==> src/cat_map.svh <==
// Offsets, field positions, opcodes and timing counts for the channel alert and termination block
`ifndef CAT_MAP_SVH
`define CAT_MAP_SVH
// Register offsets, one aligned word each
`define CAT_OFF_INT_COND 12'h000
`define CAT_OFF_DIAG 12'h004
`define CAT_OFF_MODE 12'h008
`define CAT_OFF_CTRL 12'h00C
`define CAT_OFF_WORD_LO 12'h010
`define CAT_OFF_WORD_HI 12'h014
`define CAT_OFF_STATUS 12'h018
`define CAT_OFF_COUNTER 12'h01C
// Interrupt-condition bit positions
`define CAT_IC_IO_CHECK 0
`define CAT_IC_SEQ_CHECK 1
`define CAT_IC_ABNORMAL 2
`define CAT_IC_ALERT1 3
`define CAT_IC_ALERT2 4
`define CAT_IC_IF_CHECK 5
// Mode status bit positions (word bit 29 is bit 6, word bit 35 is bit 0)
`define CAT_MODE_SELECT2 0
`define CAT_MODE_INH_ALERT2 1
`define CAT_MODE_INH_ALERT1 2
`define CAT_MODE_INH_ABNORMAL 3
// Word bit numbers, bit 0 is the sign (leftmost) position
`define CAT_WB_DIAG_FIRST 12
`define CAT_WB_S 0
`define CAT_WB_OP19 19
// Operation codes as captured {S,1,2,3,19}
`define CAT_OPC_READ 5'h01
`define CAT_OPC_WRITE 5'h02
`define CAT_OPC_CONTROL 5'h03
`define CAT_OPC_SENSE 5'h04
`define CAT_OPC_STOP 5'h05
`define CAT_OPC_LOAD_ASM 5'h06
`define CAT_OPC_STORE_ASM 5'h07
`define CAT_OPC_CMP_ASM 5'h08
`define CAT_OPC_MODE_SEL 5'h09
`define CAT_OPC_DIAG_STORE 5'h0A
`define CAT_OPC_STEP_CNT 5'h0B
`define CAT_OPC_INT_DONE 5'h0C
// Reset values
`define CAT_MODE_RESET 7'h00
// Timing: longest alert hold after ack, rounded down to cycles
`define CAT_CLK_NS 50
`define CAT_ALERT_DROP_NS 6000
`define CAT_ALERT_DROP_CYC (`CAT_ALERT_DROP_NS / `CAT_CLK_NS)
`endif

==> src/cat_pkg.sv <==
// Types and shared helper functions for the channel alert and termination block
`include "cat_map.svh"
package cat_pkg;
   typedef enum logic [3:0] {
      OP_NONE, OP_READ, OP_WRITE, OP_CONTROL, OP_SENSE, OP_STOP, OP_LOAD_ASM,
      OP_STORE_ASM, OP_CMP_ASM, OP_MODE_SEL, OP_DIAG_STORE, OP_STEP_CNT, OP_INT_DONE
   } cat_op_t;

   // Word bit number to vector index, bit 0 is the leftmost
   function automatic logic [5:0] cat_wbit(input int n);
      cat_wbit = 6'(35 - n);
   endfunction

   // Odd parity over a six-bit character
   function automatic logic cat_odd_par(input logic [5:0] c);
      cat_odd_par = ~(^c);
   endfunction

   // Captured opcode to operation
   function automatic cat_op_t cat_decode(input logic [4:0] c);
      case (c)
         `CAT_OPC_READ: cat_decode = OP_READ;
         `CAT_OPC_WRITE: cat_decode = OP_WRITE;
         `CAT_OPC_CONTROL: cat_decode = OP_CONTROL;
         `CAT_OPC_SENSE: cat_decode = OP_SENSE;
         `CAT_OPC_STOP: cat_decode = OP_STOP;
         `CAT_OPC_LOAD_ASM: cat_decode = OP_LOAD_ASM;
         `CAT_OPC_STORE_ASM: cat_decode = OP_STORE_ASM;
         `CAT_OPC_CMP_ASM: cat_decode = OP_CMP_ASM;
         `CAT_OPC_MODE_SEL: cat_decode = OP_MODE_SEL;
         `CAT_OPC_DIAG_STORE: cat_decode = OP_DIAG_STORE;
         `CAT_OPC_STEP_CNT: cat_decode = OP_STEP_CNT;
         `CAT_OPC_INT_DONE: cat_decode = OP_INT_DONE;
         default: cat_decode = OP_NONE;
      endcase
   endfunction
endpackage

==> src/cat_if.sv <==
// Link between the channel and the I-O adapter
`timescale 1ns/1ps
interface cat_if;
   logic operational;
   logic [3:0] cmd;
   logic cmd_ack;
   logic stop;
   logic svc_req;
   logic svc_resp;
   logic [8:0] write_bus;
   logic [8:0] read_bus;
   logic done_normal;
   logic done_abnormal;
   logic completion_ack;
   logic [1:0] device_alert;
   logic [1:0] alert_ack;

   modport channel (
      input operational, cmd_ack, svc_req, read_bus, done_normal, done_abnormal, device_alert,
      output cmd, stop, svc_resp, write_bus, completion_ack, alert_ack
   );
   modport adapter (
      output operational, cmd_ack, svc_req, read_bus, done_normal, done_abnormal, device_alert,
      input cmd, stop, svc_resp, write_bus, completion_ack, alert_ack
   );
endinterface

==> src/cat_alert_rcv.sv <==
// One alert recognizer with its own latch and acknowledge
`timescale 1ns/1ps
`include "cat_map.svh"
module cat_alert_rcv (
   input wire logic pclk,
   input wire logic presetn,
   input wire logic alert,
   input wire logic enable,
   output logic ack,
   output logic caught,
   output logic late
);
   logic [7:0] hold_q;

   // Catch and acknowledge; ack stays up until the alert has fallen
   always_ff @(posedge pclk or negedge presetn) begin
      if (!presetn) begin
         ack <= 1'b0;
         caught <= 1'b0;
      end else begin
         caught <= 1'b0;
         if (!ack && alert && enable) begin
            ack <= 1'b1;
            caught <= 1'b1;
         end else if (ack && !alert) begin
            ack <= 1'b0;
         end
      end
   end

   // Flags an adapter that holds the alert past its allowed time
   always_ff @(posedge pclk or negedge presetn) begin
      if (!presetn) begin
         hold_q <= 8'h00;
         late <= 1'b0;
      end else begin
         late <= 1'b0;
         if (!(ack && alert)) begin
            hold_q <= 8'h00;
         end else if (hold_q != 8'(`CAT_ALERT_DROP_CYC)) begin
            hold_q <= hold_q + 8'h01;
            late <= (hold_q == 8'(`CAT_ALERT_DROP_CYC - 1));
         end
      end
   end
endmodule // cat_alert_rcv

==> src/cat_channel.sv <==
// Channel end: APB registers, command termination, alerts, word and character buffers
//
// Local design decisions: the address map and register access over APB.
`timescale 1ns/1ps
`include "cat_map.svh"
module cat_channel (
   input wire logic pclk,
   input wire logic presetn,
   input wire logic psel,
   input wire logic penable,
   input wire logic pwrite,
   input wire logic [11:0] paddr,
   input wire logic [31:0] pwdata,
   output logic [31:0] prdata,
   output logic pready,
   output logic pslverr,
   cat_if.channel lnk
);
   typedef enum logic [1:0] {ST_IDLE, ST_CMD, ST_RUN, ST_ACK} cat_state_t;

   cat_state_t state_q;
   cat_pkg::cat_op_t op_q;
   logic op_go_q;
   logic [4:0] opc_q;
   logic [35:0] word_q;
   logic [35:0] asm_q;
   logic [6:0] char_q;
   logic [2:0] ring_q;
   logic [5:0] ic_q;
   logic [6:0] mode_q;
   logic [14:0] cnt_q;
   logic [14:0] step_q;
   logic step_ph_q;
   logic cmp_hit_q;
   logic int_active_q;
   logic [1:0] kind_q;
   logic [3:0] cmd_q;
   logic stop_q;
   logic cack_q;
   logic resp_q;
   logic [8:0] wbus_q;
   logic par_err_q;
   logic [1:0] caught;
   logic [1:0] late;
   logic [1:0] alert_ack_w;
   logic [5:0] ic_set;
   logic [5:0] ic_clr;
   logic [4:0] diag;
   logic acc, wr_ok, ctl_go, reading, svc_take, io_op;

   // APB: one wait cycle, writes land on the edge that sees pready
   assign acc = psel & penable;
   assign wr_ok = acc & pready & pwrite;
   assign ctl_go = wr_ok & (paddr == `CAT_OFF_CTRL);
   assign reading = (kind_q == 2'd0) | (kind_q == 2'd3);
   assign svc_take = (state_q == ST_RUN) & lnk.svc_req & ~resp_q & ~stop_q;
   assign io_op = (op_q == cat_pkg::OP_READ) | (op_q == cat_pkg::OP_WRITE) |
                  (op_q == cat_pkg::OP_CONTROL) | (op_q == cat_pkg::OP_SENSE);

   // Link outputs straight from flops
   assign lnk.cmd = cmd_q;
   assign lnk.stop = stop_q;
   assign lnk.completion_ack = cack_q;
   assign lnk.svc_resp = resp_q;
   assign lnk.write_bus = wbus_q;
   assign lnk.alert_ack = alert_ack_w;

   // Diagnostic status lines, word bits 12 to 16 in order
   assign diag = {state_q == ST_CMD && reading, state_q == ST_CMD && !reading,
                  state_q == ST_RUN && reading, state_q == ST_RUN && !reading, int_active_q};

   // Two independent recognizers, never a shared latch
   for (genvar i = 0; i < 2; i++) begin : g_alert
      cat_alert_rcv u_rcv (
         .pclk(pclk),
         .presetn(presetn),
         .alert(lnk.device_alert[i]),
         .enable(lnk.operational & ~int_active_q),
         .ack(alert_ack_w[i]),
         .caught(caught[i]),
         .late(late[i])
      );
   end

   // Interrupt-condition sources; inhibit bits mask their causes
   always_comb begin
      ic_set = 6'h00;
      ic_set[`CAT_IC_IO_CHECK] = par_err_q;
      ic_set[`CAT_IC_SEQ_CHECK] = op_go_q & io_op & (state_q != ST_IDLE);
      ic_set[`CAT_IC_ABNORMAL] = (state_q == ST_RUN) & lnk.done_abnormal &
                                 ~mode_q[`CAT_MODE_INH_ABNORMAL];
      ic_set[`CAT_IC_ALERT1] = caught[0] & ~mode_q[`CAT_MODE_INH_ALERT1];
      ic_set[`CAT_IC_ALERT2] = caught[1] & ~mode_q[`CAT_MODE_INH_ALERT2];
      ic_set[`CAT_IC_IF_CHECK] = |late;
      ic_clr = (wr_ok && paddr == `CAT_OFF_INT_COND) ? pwdata[5:0] : 6'h00;
   end

   // Sticky conditions, write one to clear, a new event wins
   always_ff @(posedge pclk or negedge presetn) begin
      if (!presetn) ic_q <= 6'h00;
      else ic_q <= (ic_q & ~ic_clr) | ic_set;
   end

   // Interrupt program: started by an accepted alert, ended by its done command
   always_ff @(posedge pclk or negedge presetn) begin
      if (!presetn) int_active_q <= 1'b0;
      else if (ic_set[`CAT_IC_ALERT1] || ic_set[`CAT_IC_ALERT2]) int_active_q <= 1'b1;
      else if (op_go_q && op_q == cat_pkg::OP_INT_DONE) int_active_q <= 1'b0;
   end

   // Operation decoder latch, executes on the following cycle
   always_ff @(posedge pclk or negedge presetn) begin
      if (!presetn) begin
         opc_q <= 5'h00;
         op_q <= cat_pkg::OP_NONE;
         op_go_q <= 1'b0;
      end else begin
         op_go_q <= ctl_go;
         if (ctl_go) begin
            opc_q <= {word_q[cat_pkg::cat_wbit(`CAT_WB_S)], word_q[cat_pkg::cat_wbit(1)],
                      word_q[cat_pkg::cat_wbit(2)], word_q[cat_pkg::cat_wbit(3)],
                      word_q[cat_pkg::cat_wbit(`CAT_WB_OP19)]};
            op_q <= cat_pkg::cat_decode({word_q[cat_pkg::cat_wbit(`CAT_WB_S)], word_q[cat_pkg::cat_wbit(1)],
                      word_q[cat_pkg::cat_wbit(2)], word_q[cat_pkg::cat_wbit(3)],
                      word_q[cat_pkg::cat_wbit(`CAT_WB_OP19)]});
         end
      end
   end

   // Command and termination sequence
   always_ff @(posedge pclk or negedge presetn) begin
      if (!presetn) begin
         state_q <= ST_IDLE;
         cmd_q <= 4'h0;
         kind_q <= 2'd0;
         stop_q <= 1'b0;
         cack_q <= 1'b0;
      end else begin
         case (state_q)
            ST_IDLE: begin
               if (op_go_q && io_op) begin
                  kind_q <= 2'(op_q - cat_pkg::OP_READ);
                  cmd_q <= 4'h1 << (op_q - cat_pkg::OP_READ);
                  state_q <= ST_CMD;
               end
            end
            ST_CMD: begin
               if (lnk.cmd_ack) begin
                  cmd_q <= 4'h0;
                  state_q <= ST_RUN;
               end
            end
            ST_RUN: begin
               // Stop may not rise while a service exchange is fully up
               if (op_go_q && op_q == cat_pkg::OP_STOP && !(lnk.svc_req && resp_q)) stop_q <= 1'b1;
               if (lnk.done_normal || lnk.done_abnormal) begin
                  cack_q <= 1'b1;
                  state_q <= ST_ACK;
               end
            end
            ST_ACK: begin
               if (!lnk.cmd_ack && !lnk.done_normal && !lnk.done_abnormal) begin
                  cack_q <= 1'b0;
                  stop_q <= 1'b0;
                  state_q <= ST_IDLE;
               end
            end
            default: state_q <= ST_IDLE;
         endcase
      end
   end

   // Service exchange with the character register
   always_ff @(posedge pclk or negedge presetn) begin
      if (!presetn) begin
         resp_q <= 1'b0;
         char_q <= 7'h00;
         wbus_q <= 9'h000;
         par_err_q <= 1'b0;
      end else begin
         par_err_q <= 1'b0;
         if (svc_take) begin
            resp_q <= 1'b1;
            if (reading) begin
               char_q[5:0] <= lnk.read_bus[5:0];
               par_err_q <= lnk.read_bus[8] != cat_pkg::cat_odd_par(lnk.read_bus[5:0]);
            end else begin
               char_q <= {cat_pkg::cat_odd_par(asm_q[35:30]), asm_q[35:30]};
               wbus_q <= {cat_pkg::cat_odd_par(asm_q[35:30]), 2'b00, asm_q[35:30]};
            end
         end else if (!lnk.svc_req) begin
            resp_q <= 1'b0;
         end
      end
   end

   // Assembly register and character ring
   always_ff @(posedge pclk or negedge presetn) begin
      if (!presetn) begin
         asm_q <= 36'h0_0000_0000;
         ring_q <= 3'd0;
         cmp_hit_q <= 1'b0;
      end else if (svc_take) begin
         ring_q <= (ring_q == 3'd5) ? 3'd0 : ring_q + 3'd1;
         if (reading) asm_q <= {asm_q[29:0], lnk.read_bus[5:0]};
         else if (ring_q == 3'd5) asm_q <= word_q;
         else asm_q <= {asm_q[29:0], 6'h00};
      end else if (op_go_q) begin
         if (op_q == cat_pkg::OP_LOAD_ASM) begin
            asm_q <= word_q;
            ring_q <= 3'd0;
         end
         if (op_q == cat_pkg::OP_CMP_ASM) cmp_hit_q <= (asm_q & word_q) == word_q;
      end
   end

   // Word buffer: software, storing commands and completed read words
   always_ff @(posedge pclk or negedge presetn) begin
      if (!presetn) begin
         word_q <= 36'h0_0000_0000;
      end else if (svc_take && reading && ring_q == 3'd5) begin
         word_q <= {asm_q[29:0], lnk.read_bus[5:0]};
      end else if (op_go_q && op_q == cat_pkg::OP_STORE_ASM) begin
         word_q <= asm_q;
      end else if (op_go_q && op_q == cat_pkg::OP_DIAG_STORE) begin
         word_q[cat_pkg::cat_wbit(`CAT_WB_DIAG_FIRST) -: 5] <= diag;
      end else if (wr_ok && paddr == `CAT_OFF_WORD_LO) begin
         word_q[31:0] <= pwdata;
      end else if (wr_ok && paddr == `CAT_OFF_WORD_HI) begin
         word_q[35:32] <= pwdata[3:0];
      end
   end

   // Mode status from software or the mode select command
   always_ff @(posedge pclk or negedge presetn) begin
      if (!presetn) mode_q <= `CAT_MODE_RESET;
      else if (op_go_q && op_q == cat_pkg::OP_MODE_SEL) mode_q <= word_q[6:0];
      else if (wr_ok && paddr == `CAT_OFF_MODE) mode_q <= pwdata[6:0];
   end

   // Counter steps via the buffer: increment and clear in one cycle, then reload
   always_ff @(posedge pclk or negedge presetn) begin
      if (!presetn) begin
         cnt_q <= 15'h0000;
         step_q <= 15'h0000;
         step_ph_q <= 1'b0;
      end else if (step_ph_q) begin
         cnt_q <= step_q;
         step_ph_q <= 1'b0;
      end else if (op_go_q && op_q == cat_pkg::OP_STEP_CNT) begin
         step_q <= cnt_q + 15'h0001;
         cnt_q <= 15'h0000;
         step_ph_q <= 1'b1;
      end else if (wr_ok && paddr == `CAT_OFF_COUNTER) begin
         cnt_q <= pwdata[14:0];
      end
   end

   // Read data and error, registered during the wait cycle
   always_ff @(posedge pclk or negedge presetn) begin
      if (!presetn) begin
         pready <= 1'b0;
         prdata <= 32'h0000_0000;
         pslverr <= 1'b0;
      end else begin
         pready <= acc & ~pready;
         pslverr <= 1'b0;
         if (acc && !pready) begin
            case (paddr)
               `CAT_OFF_INT_COND: prdata <= {26'h000_0000, ic_q};
               `CAT_OFF_DIAG: prdata <= {27'h000_0000, diag};
               `CAT_OFF_MODE: prdata <= {25'h000_0000, mode_q};
               `CAT_OFF_CTRL: prdata <= {27'h000_0000, opc_q};
               `CAT_OFF_WORD_LO: prdata <= word_q[31:0];
               `CAT_OFF_WORD_HI: prdata <= {28'h000_0000, word_q[35:32]};
               `CAT_OFF_STATUS: prdata <= {16'h0000, char_q, cmp_hit_q, int_active_q, stop_q, cack_q,
                                           ring_q, state_q};
               `CAT_OFF_COUNTER: prdata <= {17'h0_0000, cnt_q};
               default: begin
                  prdata <= 32'h0000_0000;
                  pslverr <= 1'b1;
               end
            endcase
         end
      end
   end
endmodule // cat_channel

==> src/flat_wrapper.sv <==
// flat-port wrapper written by rule: the top's interface ports become plain ports
module cat_channel_flat 
  (pclk, presetn, psel, penable, pwrite, paddr, pwdata, prdata, pready, pslverr, lnk_operational, lnk_cmd_ack, lnk_svc_req, lnk_read_bus, lnk_done_normal, lnk_done_abnormal, lnk_device_alert, lnk_cmd, lnk_stop, lnk_svc_resp, lnk_write_bus, lnk_completion_ack, lnk_alert_ack);
  cat_if lnk_i ();
  input wire logic pclk;
  input wire logic presetn;
  input wire logic psel;
  input wire logic penable;
  input wire logic pwrite;
  input wire logic [11:0] paddr;
  input wire logic [31:0] pwdata;
  output logic [31:0] prdata;
  output logic pready;
  output logic pslverr;
  input wire logic [$bits(lnk_i.operational)-1:0] lnk_operational;
  input wire logic [$bits(lnk_i.cmd_ack)-1:0] lnk_cmd_ack;
  input wire logic [$bits(lnk_i.svc_req)-1:0] lnk_svc_req;
  input wire logic [$bits(lnk_i.read_bus)-1:0] lnk_read_bus;
  input wire logic [$bits(lnk_i.done_normal)-1:0] lnk_done_normal;
  input wire logic [$bits(lnk_i.done_abnormal)-1:0] lnk_done_abnormal;
  input wire logic [$bits(lnk_i.device_alert)-1:0] lnk_device_alert;
  output wire logic [$bits(lnk_i.cmd)-1:0] lnk_cmd;
  output wire logic [$bits(lnk_i.stop)-1:0] lnk_stop;
  output wire logic [$bits(lnk_i.svc_resp)-1:0] lnk_svc_resp;
  output wire logic [$bits(lnk_i.write_bus)-1:0] lnk_write_bus;
  output wire logic [$bits(lnk_i.completion_ack)-1:0] lnk_completion_ack;
  output wire logic [$bits(lnk_i.alert_ack)-1:0] lnk_alert_ack;
  assign lnk_i.operational = lnk_operational;
  assign lnk_i.cmd_ack = lnk_cmd_ack;
  assign lnk_i.svc_req = lnk_svc_req;
  assign lnk_i.read_bus = lnk_read_bus;
  assign lnk_i.done_normal = lnk_done_normal;
  assign lnk_i.done_abnormal = lnk_done_abnormal;
  assign lnk_i.device_alert = lnk_device_alert;
  assign lnk_cmd = lnk_i.cmd;
  assign lnk_stop = lnk_i.stop;
  assign lnk_svc_resp = lnk_i.svc_resp;
  assign lnk_write_bus = lnk_i.write_bus;
  assign lnk_completion_ack = lnk_i.completion_ack;
  assign lnk_alert_ack = lnk_i.alert_ack;
  cat_channel u_core (.pclk(pclk), .presetn(presetn), .psel(psel), .penable(penable), .pwrite(pwrite), .paddr(paddr), .pwdata(pwdata), .prdata(prdata), .pready(pready), .pslverr(pslverr), .lnk(lnk_i));
endmodule
==> config.mk <==
export PLATFORM = sky130hd
export DESIGN_NAME = cat_channel_flat
export DESIGN_NICKNAME = d
export VERILOG_FILES = /design/src/cat_pkg.sv /design/src/cat_if.sv /design/src/cat_alert_rcv.sv /design/src/cat_channel.sv /design/src/flat_wrapper.sv
export VERILOG_INCLUDE_DIRS = /design/src
export SDC_FILE = /design/constraint.sdc
export NUM_CORES = 1
export LEC_CHECK = 0
export ABC_AREA = 1
export BUFFER_PORTS_ARGS = -buffer_cell sky130_fd_sc_hd__buf_2
export CAP_MARGIN = 30
export CORE_MARGIN = 1.5
export CORE_UTILIZATION = 30
export CTS_BUF_LIST = sky130_fd_sc_hd__clkbuf_8
export CTS_CLUSTER_DIAMETER = 60
export DETAILED_ROUTE_END_ITERATION = 8
export GPL_ROUTABILITY_DRIVEN = 0
export PLACE_DENSITY_LB_ADDON = 0.08
export SYNTH_ARGS = -nofsm -noshare
export SYNTH_HDL_FRONTEND = slang
export SYNTH_HIERARCHICAL = 1
export SYNTH_SLANG_ARGS = --single-unit
==> constraint.sdc <==
create_clock -name pclk -period 2.52 [get_ports pclk]
set_input_delay 0.252 -clock pclk [delete_from_list [all_inputs] [get_ports pclk]]
set_output_delay 0.252 -clock pclk [all_outputs]
set_load 0.05 [all_outputs]
==> results.sh, run 1 <==
export IMPL_status="completed"
export IMPL_grt_pass1_wl_mm=64.0
export IMPL_nets=1773
export IMPL_syn_to_final_growth_pct=18.5
export IMPL_crit_type="flop to flop"
export IMPL_vias=10800
export IMPL_syn_avg_cell_area_um2=7.49
export IMPL_hpwl_mm=30.3
export IMPL_cts_made_buffers=44
export IMPL_fin_skew_ns=0.0204
export IMPL_leakagePower_nw=7.27
export IMPL_timing_rr_start="u_core/op_q[0]"
export IMPL_ios=117
export IMPL_hold_start="lnk_read_bus[3]"
export IMPL_antenna_left=0
export IMPL_cp_required_ns=2.94
export IMPL_start_util_pct=30.3
export IMPL_synth_seq_area_share_pct=45.5
export IMPL_cp_max_fo=28
export IMPL_maxSlewHeadroom_pct=40.9
export IMPL_grt_max_degree=75
export IMPL_synth_flop_cell="dfrtp_1"
export IMPL_clockBufferDepth=3
export IMPL_min_period_ns=2.13
export IMPL_holdCritPathClass="input pin to flop"
export IMPL_antenna_found_initial=0
export IMPL_hold_end="u_core/char_q[3]"
export IMPL_ys_ff_latch=212
export IMPL_holdPathStages=3
export IMPL_fmax_mhz=469
export IMPL_track_usage_pct=20.7
export IMPL_dr_pass1_iters=5
export IMPL_post_route_util_pct=35.9
export IMPL_drive_above_1_share_pct=15.5
export IMPL_grt_pass1_vias=10700
export IMPL_fill_cells=4238
export IMPL_endpoint_kind="flop"
export IMPL_coreArea_um2=38600
export IMPL_power_per_cell_area_nw_per_um2=555
export IMPL_cts_sink_count=212
export IMPL_cts_root_buffer="clkbuf_8"
export IMPL_synth_distinct_cells=42
export IMPL_drc_errors=0
export IMPL_synth_edf_count=0
export IMPL_via_per_inst=4.80
export IMPL_max_cap_violations=0
export IMPL_ys_warn_count=6
export IMPL_die_area_um2=40100
export IMPL_final_cell_mix="nand2_1 (491), dfrtp_1 (212), inv_1 (182)"
export IMPL_final_common_cell="nand2_1"
export IMPL_die_w_um=200
export IMPL_globalRouteOverflowTotal=0
export IMPL_clkTransAtPathRegs_ns=0.06
export IMPL_drtIter0Drc=639
export IMPL_drv_slew=0
export IMPL_async_flop_share_pct=100
export IMPL_io_buffer_count=112
export IMPL_arrival_ns=2.56
export IMPL_r2r_end="u_core/word_q[1]"
export IMPL_hold_violations=0
export IMPL_r2r_cells=10
export IMPL_reg2reg_slack_ns=0.39
export IMPL_multi_input_area_um2=5310
export IMPL_rows=72
export IMPL_fin_tns_setup_ns=0
export IMPL_finalCritPeriodShare_pct=84.7
export IMPL_clkLatencyLatePin_ns=0.57
export IMPL_worst_setup_path_start_kind="flop"
export IMPL_die_y_um=200
export IMPL_netlist_area_um2=11700
export IMPL_synthCells=1557
export IMPL_ctsHtreeMaxLevel=2
export IMPL_tritoncts="built"
export IMPL_wl_per_cell_um=18.1
export IMPL_diodes=0
export IMPL_setup_viol=0
export IMPL_wl_mm=40.8
export IMPL_rsz0062_at_grt="false"
export IMPL_tightest_slew_ns=0.886
export IMPL_irDropWorstVdd_mv=0.217
export IMPL_register_area_um2=5310
[worst max path at each step]
stage	start	endpoint	slack (ns)	cells after the start
3_5_place_dp	u_core/op_q[0]	u_core/word_q[11]	0.38	10
6_report	u_core/op_q[0]	u_core/word_q[1]	0.39	10
3_3_place_gp	u_core/op_q[0]	u_core/word_q[11]	0.40	10
2_1_floorplan	u_core/state_q[0]	u_core/asm_q[35]	0.74	11
4_1_cts	u_core/op_q[0]	u_core/word_q[1]	0.37	10
5_1_grt	u_core/op_q[0]	u_core/word_q[14]	0.21	10
[critical path, cell delays in order (launching register included)]
cell and delay [ns]:
dfrtp_1 0.43, inv_1 0.15, ha_1 0.21, inv_1 0.13, nor3_4 0.32, nor2_1 0.11
nand2_2 0.17, nand2_2 0.07, buf_4 0.24, nand2_1 0.09, o21ai_1 0.07
[Yosys cell counts, types with 9 or more instances]
master | instances | area, um2
o211ai_1 | 30 | 225
nand2_1 | 491 | 1840
inv_2 | 17 | 63.8
ha_1 | 13 | 163
a31oi_1 | 9 | 56.3
dfrtp_1 | 212 | 5310
inv_1 | 167 | 627
buf_4 | 15 | 113
o21ai_1 | 40 | 200
nand4_1 | 23 | 144
clkbuf_1 | 18 | 67.6
buf_2 | 19 | 95.1
a21oi_1 | 17 | 85.1
o21ai_0 | 155 | 776
nand3_1 | 115 | 576
nand2_2 | 16 | 100
o22ai_1 | 23 | 144
o31ai_1 | 15 | 113
nor2_1 | 91 | 342
[cells by family (layout without fill, tap and decap cells)]
kind of cell	after synthesis	after routing	share of synthesized area (%)
AOI/OAI and AO/OA	300	300	14.5
and+or+nand+nor	768	768	28.2
other	1	2	0.0321
buffers and inverters	247	418	9.17
DFF	212	212	45.5
adders and majority gates	13	13	1.39
xor gates and xnor gates	16	16	1.20
[registers in the layout, summed over array words and instances (netlist names), 2 cells and up]
register and flops:
u_core/asm_q 36, u_core/char_q 7, u_core/cnt_q 15, u_core/g_alert.u_rcv/ack 2, u_core/g_alert.u_rcv/caught 2, u_core/g_alert.u_rcv/hold_q 16
u_core/g_alert.u_rcv/late 2, u_core/ic_q 6, u_core/kind_q 2, u_core/lnk.cmd 4, u_core/lnk.write_bus 6, u_core/mode_q 7
u_core/op_q 4, u_core/opc_q 5, u_core/prdata 32, u_core/ring_q 3, u_core/state_q 2, u_core/step_q 15
u_core/word_q 36
[where the power goes]
| part | total, mW | switching, mW | internal, mW |
|---|---|---|---|
| Sequential | 3.43 | 0.00907 | 3.42 |
| Clock | 3.87 | 1.63 | 2.24 |
| Combinational | 0.380 | 0.263 | 0.117 |
[layer usage]
| layer | GRT usage (%) | share of wire (%) |
|---|---|---|
| met3 | 2.95 | 5.2 |
| met1 | 29.6 | 48 |
| met5 | 0 | 0 |
| met4 | 6.68 | 2.9 |
| met2 | 32.0 | 44 |
[timing repair]
item                      CTS  global route
hold buffers                8             0
gates resized for setup     0             0
setup buffers               0             0
hold endpoints to repair   74             0
[final cells by class]
cell class	instances	area share (%)
inverters	186	5.07
flip-flops and latches	212	38.4
well taps	518	4.69
clock buffers	54	5.37
clock inverters	26	1.37
repair buffers	152	6.71
multi-input cells	1099	38.4
[stage by stage]
step           power (mW)  cell area [um2]  hold WS (ns)  worst slack [ns]  cells
3_5_place_dp         3.86            12800         0.285             0.383   2159
6_report             7.68            13800        0.0456             0.386   2247
3_3_place_gp         3.86            12800         0.287             0.401   2159
2_1_floorplan        3.65            11700       -0.0436             0.738   1558
4_1_cts              7.83            13800       0.00322             0.366   2247
5_1_grt              8.03            13800        0.0525             0.206   2247
Power figures use the tool's default switching activity.
==> run 2, diff against run 1 <==
- clock period: 2.52 -> 2.1 ns (I/O delays scaled with it)
==> run 2 against run 1 <==
Compared with the run above:
- register-to-register slack got worse by 0.24 ns
- worst setup slack got worse by 0.24 ns
- design area rose by 2.2%
- sequential cell count did not move
- non-clock buffer count rose by 32
- final cell count rose by 1.3%
- wire length rose by 0.80%
- die area did not move
- first-iteration DRC count rose by 25%
- highest routed layer unchanged
==> results.sh, run 2 (same netlist as run 1, synthesis figures left out) <==
export IMPL_status="completed"
export IMPL_stdcell_count=2276
export IMPL_cts_sink_count=212
export IMPL_fin_tns_setup_ns=0
export IMPL_holdCritPathClass="input pin to flop"
export IMPL_rsz0062_at_grt="false"
export IMPL_tightest_slew_ns=0.598
export IMPL_cts_made_buffers=45
export IMPL_dp_worst_setup_slack_ns=0.159
export IMPL_reg_top3="u_core/asm_q x36, u_core/word_q x36, u_core/prdata x32"
export IMPL_grt_pass1_vias=10900
export IMPL_leakagePower_nw=7.42
export IMPL_dr_pass1_iters=7
export IMPL_ctsHtreeMaxLevel=2
export IMPL_drv_slew=0
export IMPL_start_util_pct=30.3
export IMPL_post_place_cells=2177
export IMPL_vias=10900
export IMPL_min_period_ns=1.96
export IMPL_rows=72
export IMPL_antenna_left=0
export IMPL_max_cap_violations=0
export IMPL_final_common_cell="nand2_1"
export IMPL_track_usage_pct=20.9
export IMPL_total_power_mw=9.09
export IMPL_cp_max_fo=35
export IMPL_grt_max_degree=54
export IMPL_clockBufferDepth=3
export IMPL_finalCritPeriodShare_pct=93.2
export IMPL_antenna_found_initial=0
export IMPL_wl_per_cell_um=18.1
export IMPL_drc_errors=0
export IMPL_die_area_um2=40100
export IMPL_nets=1806
export IMPL_clkLatencyLatePin_ns=0.61
export IMPL_hold_violations=0
export IMPL_io_buffer_count=112
export IMPL_fmax_mhz=511
export IMPL_wl_mm=41.1
export IMPL_endpoint_kind="flop"
export IMPL_grt_pass1_wl_mm=64.5
export IMPL_crit_type="flop to flop"
export IMPL_clkTransAtPathRegs_ns=0.06
export IMPL_ios=117
export IMPL_final_area_um2=14100
export IMPL_drtIter0Drc=797
export IMPL_globalRouteOverflowTotal=0
export IMPL_syn_to_final_growth_pct=21.1
export IMPL_diodes=0
export IMPL_die_y_um=200
export IMPL_via_per_inst=4.79
export IMPL_drive_above_1_share_pct=16.1
export IMPL_die_w_um=200
export IMPL_power_per_cell_area_nw_per_um2=643
export IMPL_hpwl_mm=30.8
export IMPL_cp_required_ns=2.59
export IMPL_setup_ws_ns=0.142
export IMPL_final_cell_mix="nand2_1 (491), dfrtp_1 (212), inv_1 (183)"
export IMPL_cts_root_buffer="clkbuf_8"
export IMPL_irDropWorstVdd_mv=0.335
export IMPL_place_area_um2=13000
export IMPL_fin_skew_ns=0.0225
export IMPL_arrival_ns=2.45
export IMPL_setup_viol=0
export IMPL_maxSlewHeadroom_pct=60.2
export IMPL_tritoncts="built"
export IMPL_worst_setup_path_start_kind="flop"
export IMPL_coreArea_um2=38600
[run 2: power breakdown]
part	total [mW]	internal, mW	switching (mW)
sequential	4.11	4.10	0.0112
combinational	0.478	0.158	0.320
clock	4.50	2.51	1.99
total	9.09	6.77	2.32
[run 2: final cells by class]
cell class / count / area [um2]
clock buffer: 56 / 771
sequential: 212 / 5310
tap: 518 / 648
multi-input combinational: 1099 / 5320
inverter: 186 / 701
fill: 4179 / 24400
clock inverter: 21 / 123
timing repair buffer: 184 / 1270
[run 2: metrics by stage]
step                hold WS [ns]  util (%)
floorplan                -0.0856         -
global placement           0.173      33.8
detailed placement         0.167      33.8
CTS                      0.00449      36.6
global route              0.0673      36.7
finish                    0.0467      36.7
[run 2: path summary, 6_finish.rpt]
kind	startpoint	end	slack [ns]	cells after the start
worst max register to register	u_core/state_q[0]	u_core/asm_q[24]	0.14	10
worst max-delay path	u_core/state_q[0]	u_core/asm_q[24]	0.14	10
worst min register to register	u_core/prdata[10]	u_core/prdata[10]	0.47	2
max in group asynchronous	presetn	u_core/prdata[14]	1.27	3
min in group asynchronous	presetn	u_core/prdata[5]	0.13	2
worst min-delay path	pwdata[16]	u_core/word_q[16]	0.05	7
[run 2: metal layers]
layer	GRT usage, %	wire, um
met5	0	0
met4	7.85	1250
met3	3.47	1980
met2	32.0	18000
met1	29.4	19800
[run 2: critical path: stages (launching register included)]
cell and delay, ns:
dfrtp_1 0.37, inv_1 0.09, ha_1 0.17, nand3_1 0.13
buf_4 0.19, buf_4 0.14, o31ai_4 0.06, buf_12 0.24
buf_12 0.18, o211ai_1 0.09, o21ai_0 0.13
[run 2: timing repair]
item	in CTS	in global routing
setup endpoints to repair	0	22
setup buffers	0	0
endpoints found under the hold margin	240	0
hold buffers	22	0
resized for setup	0	2
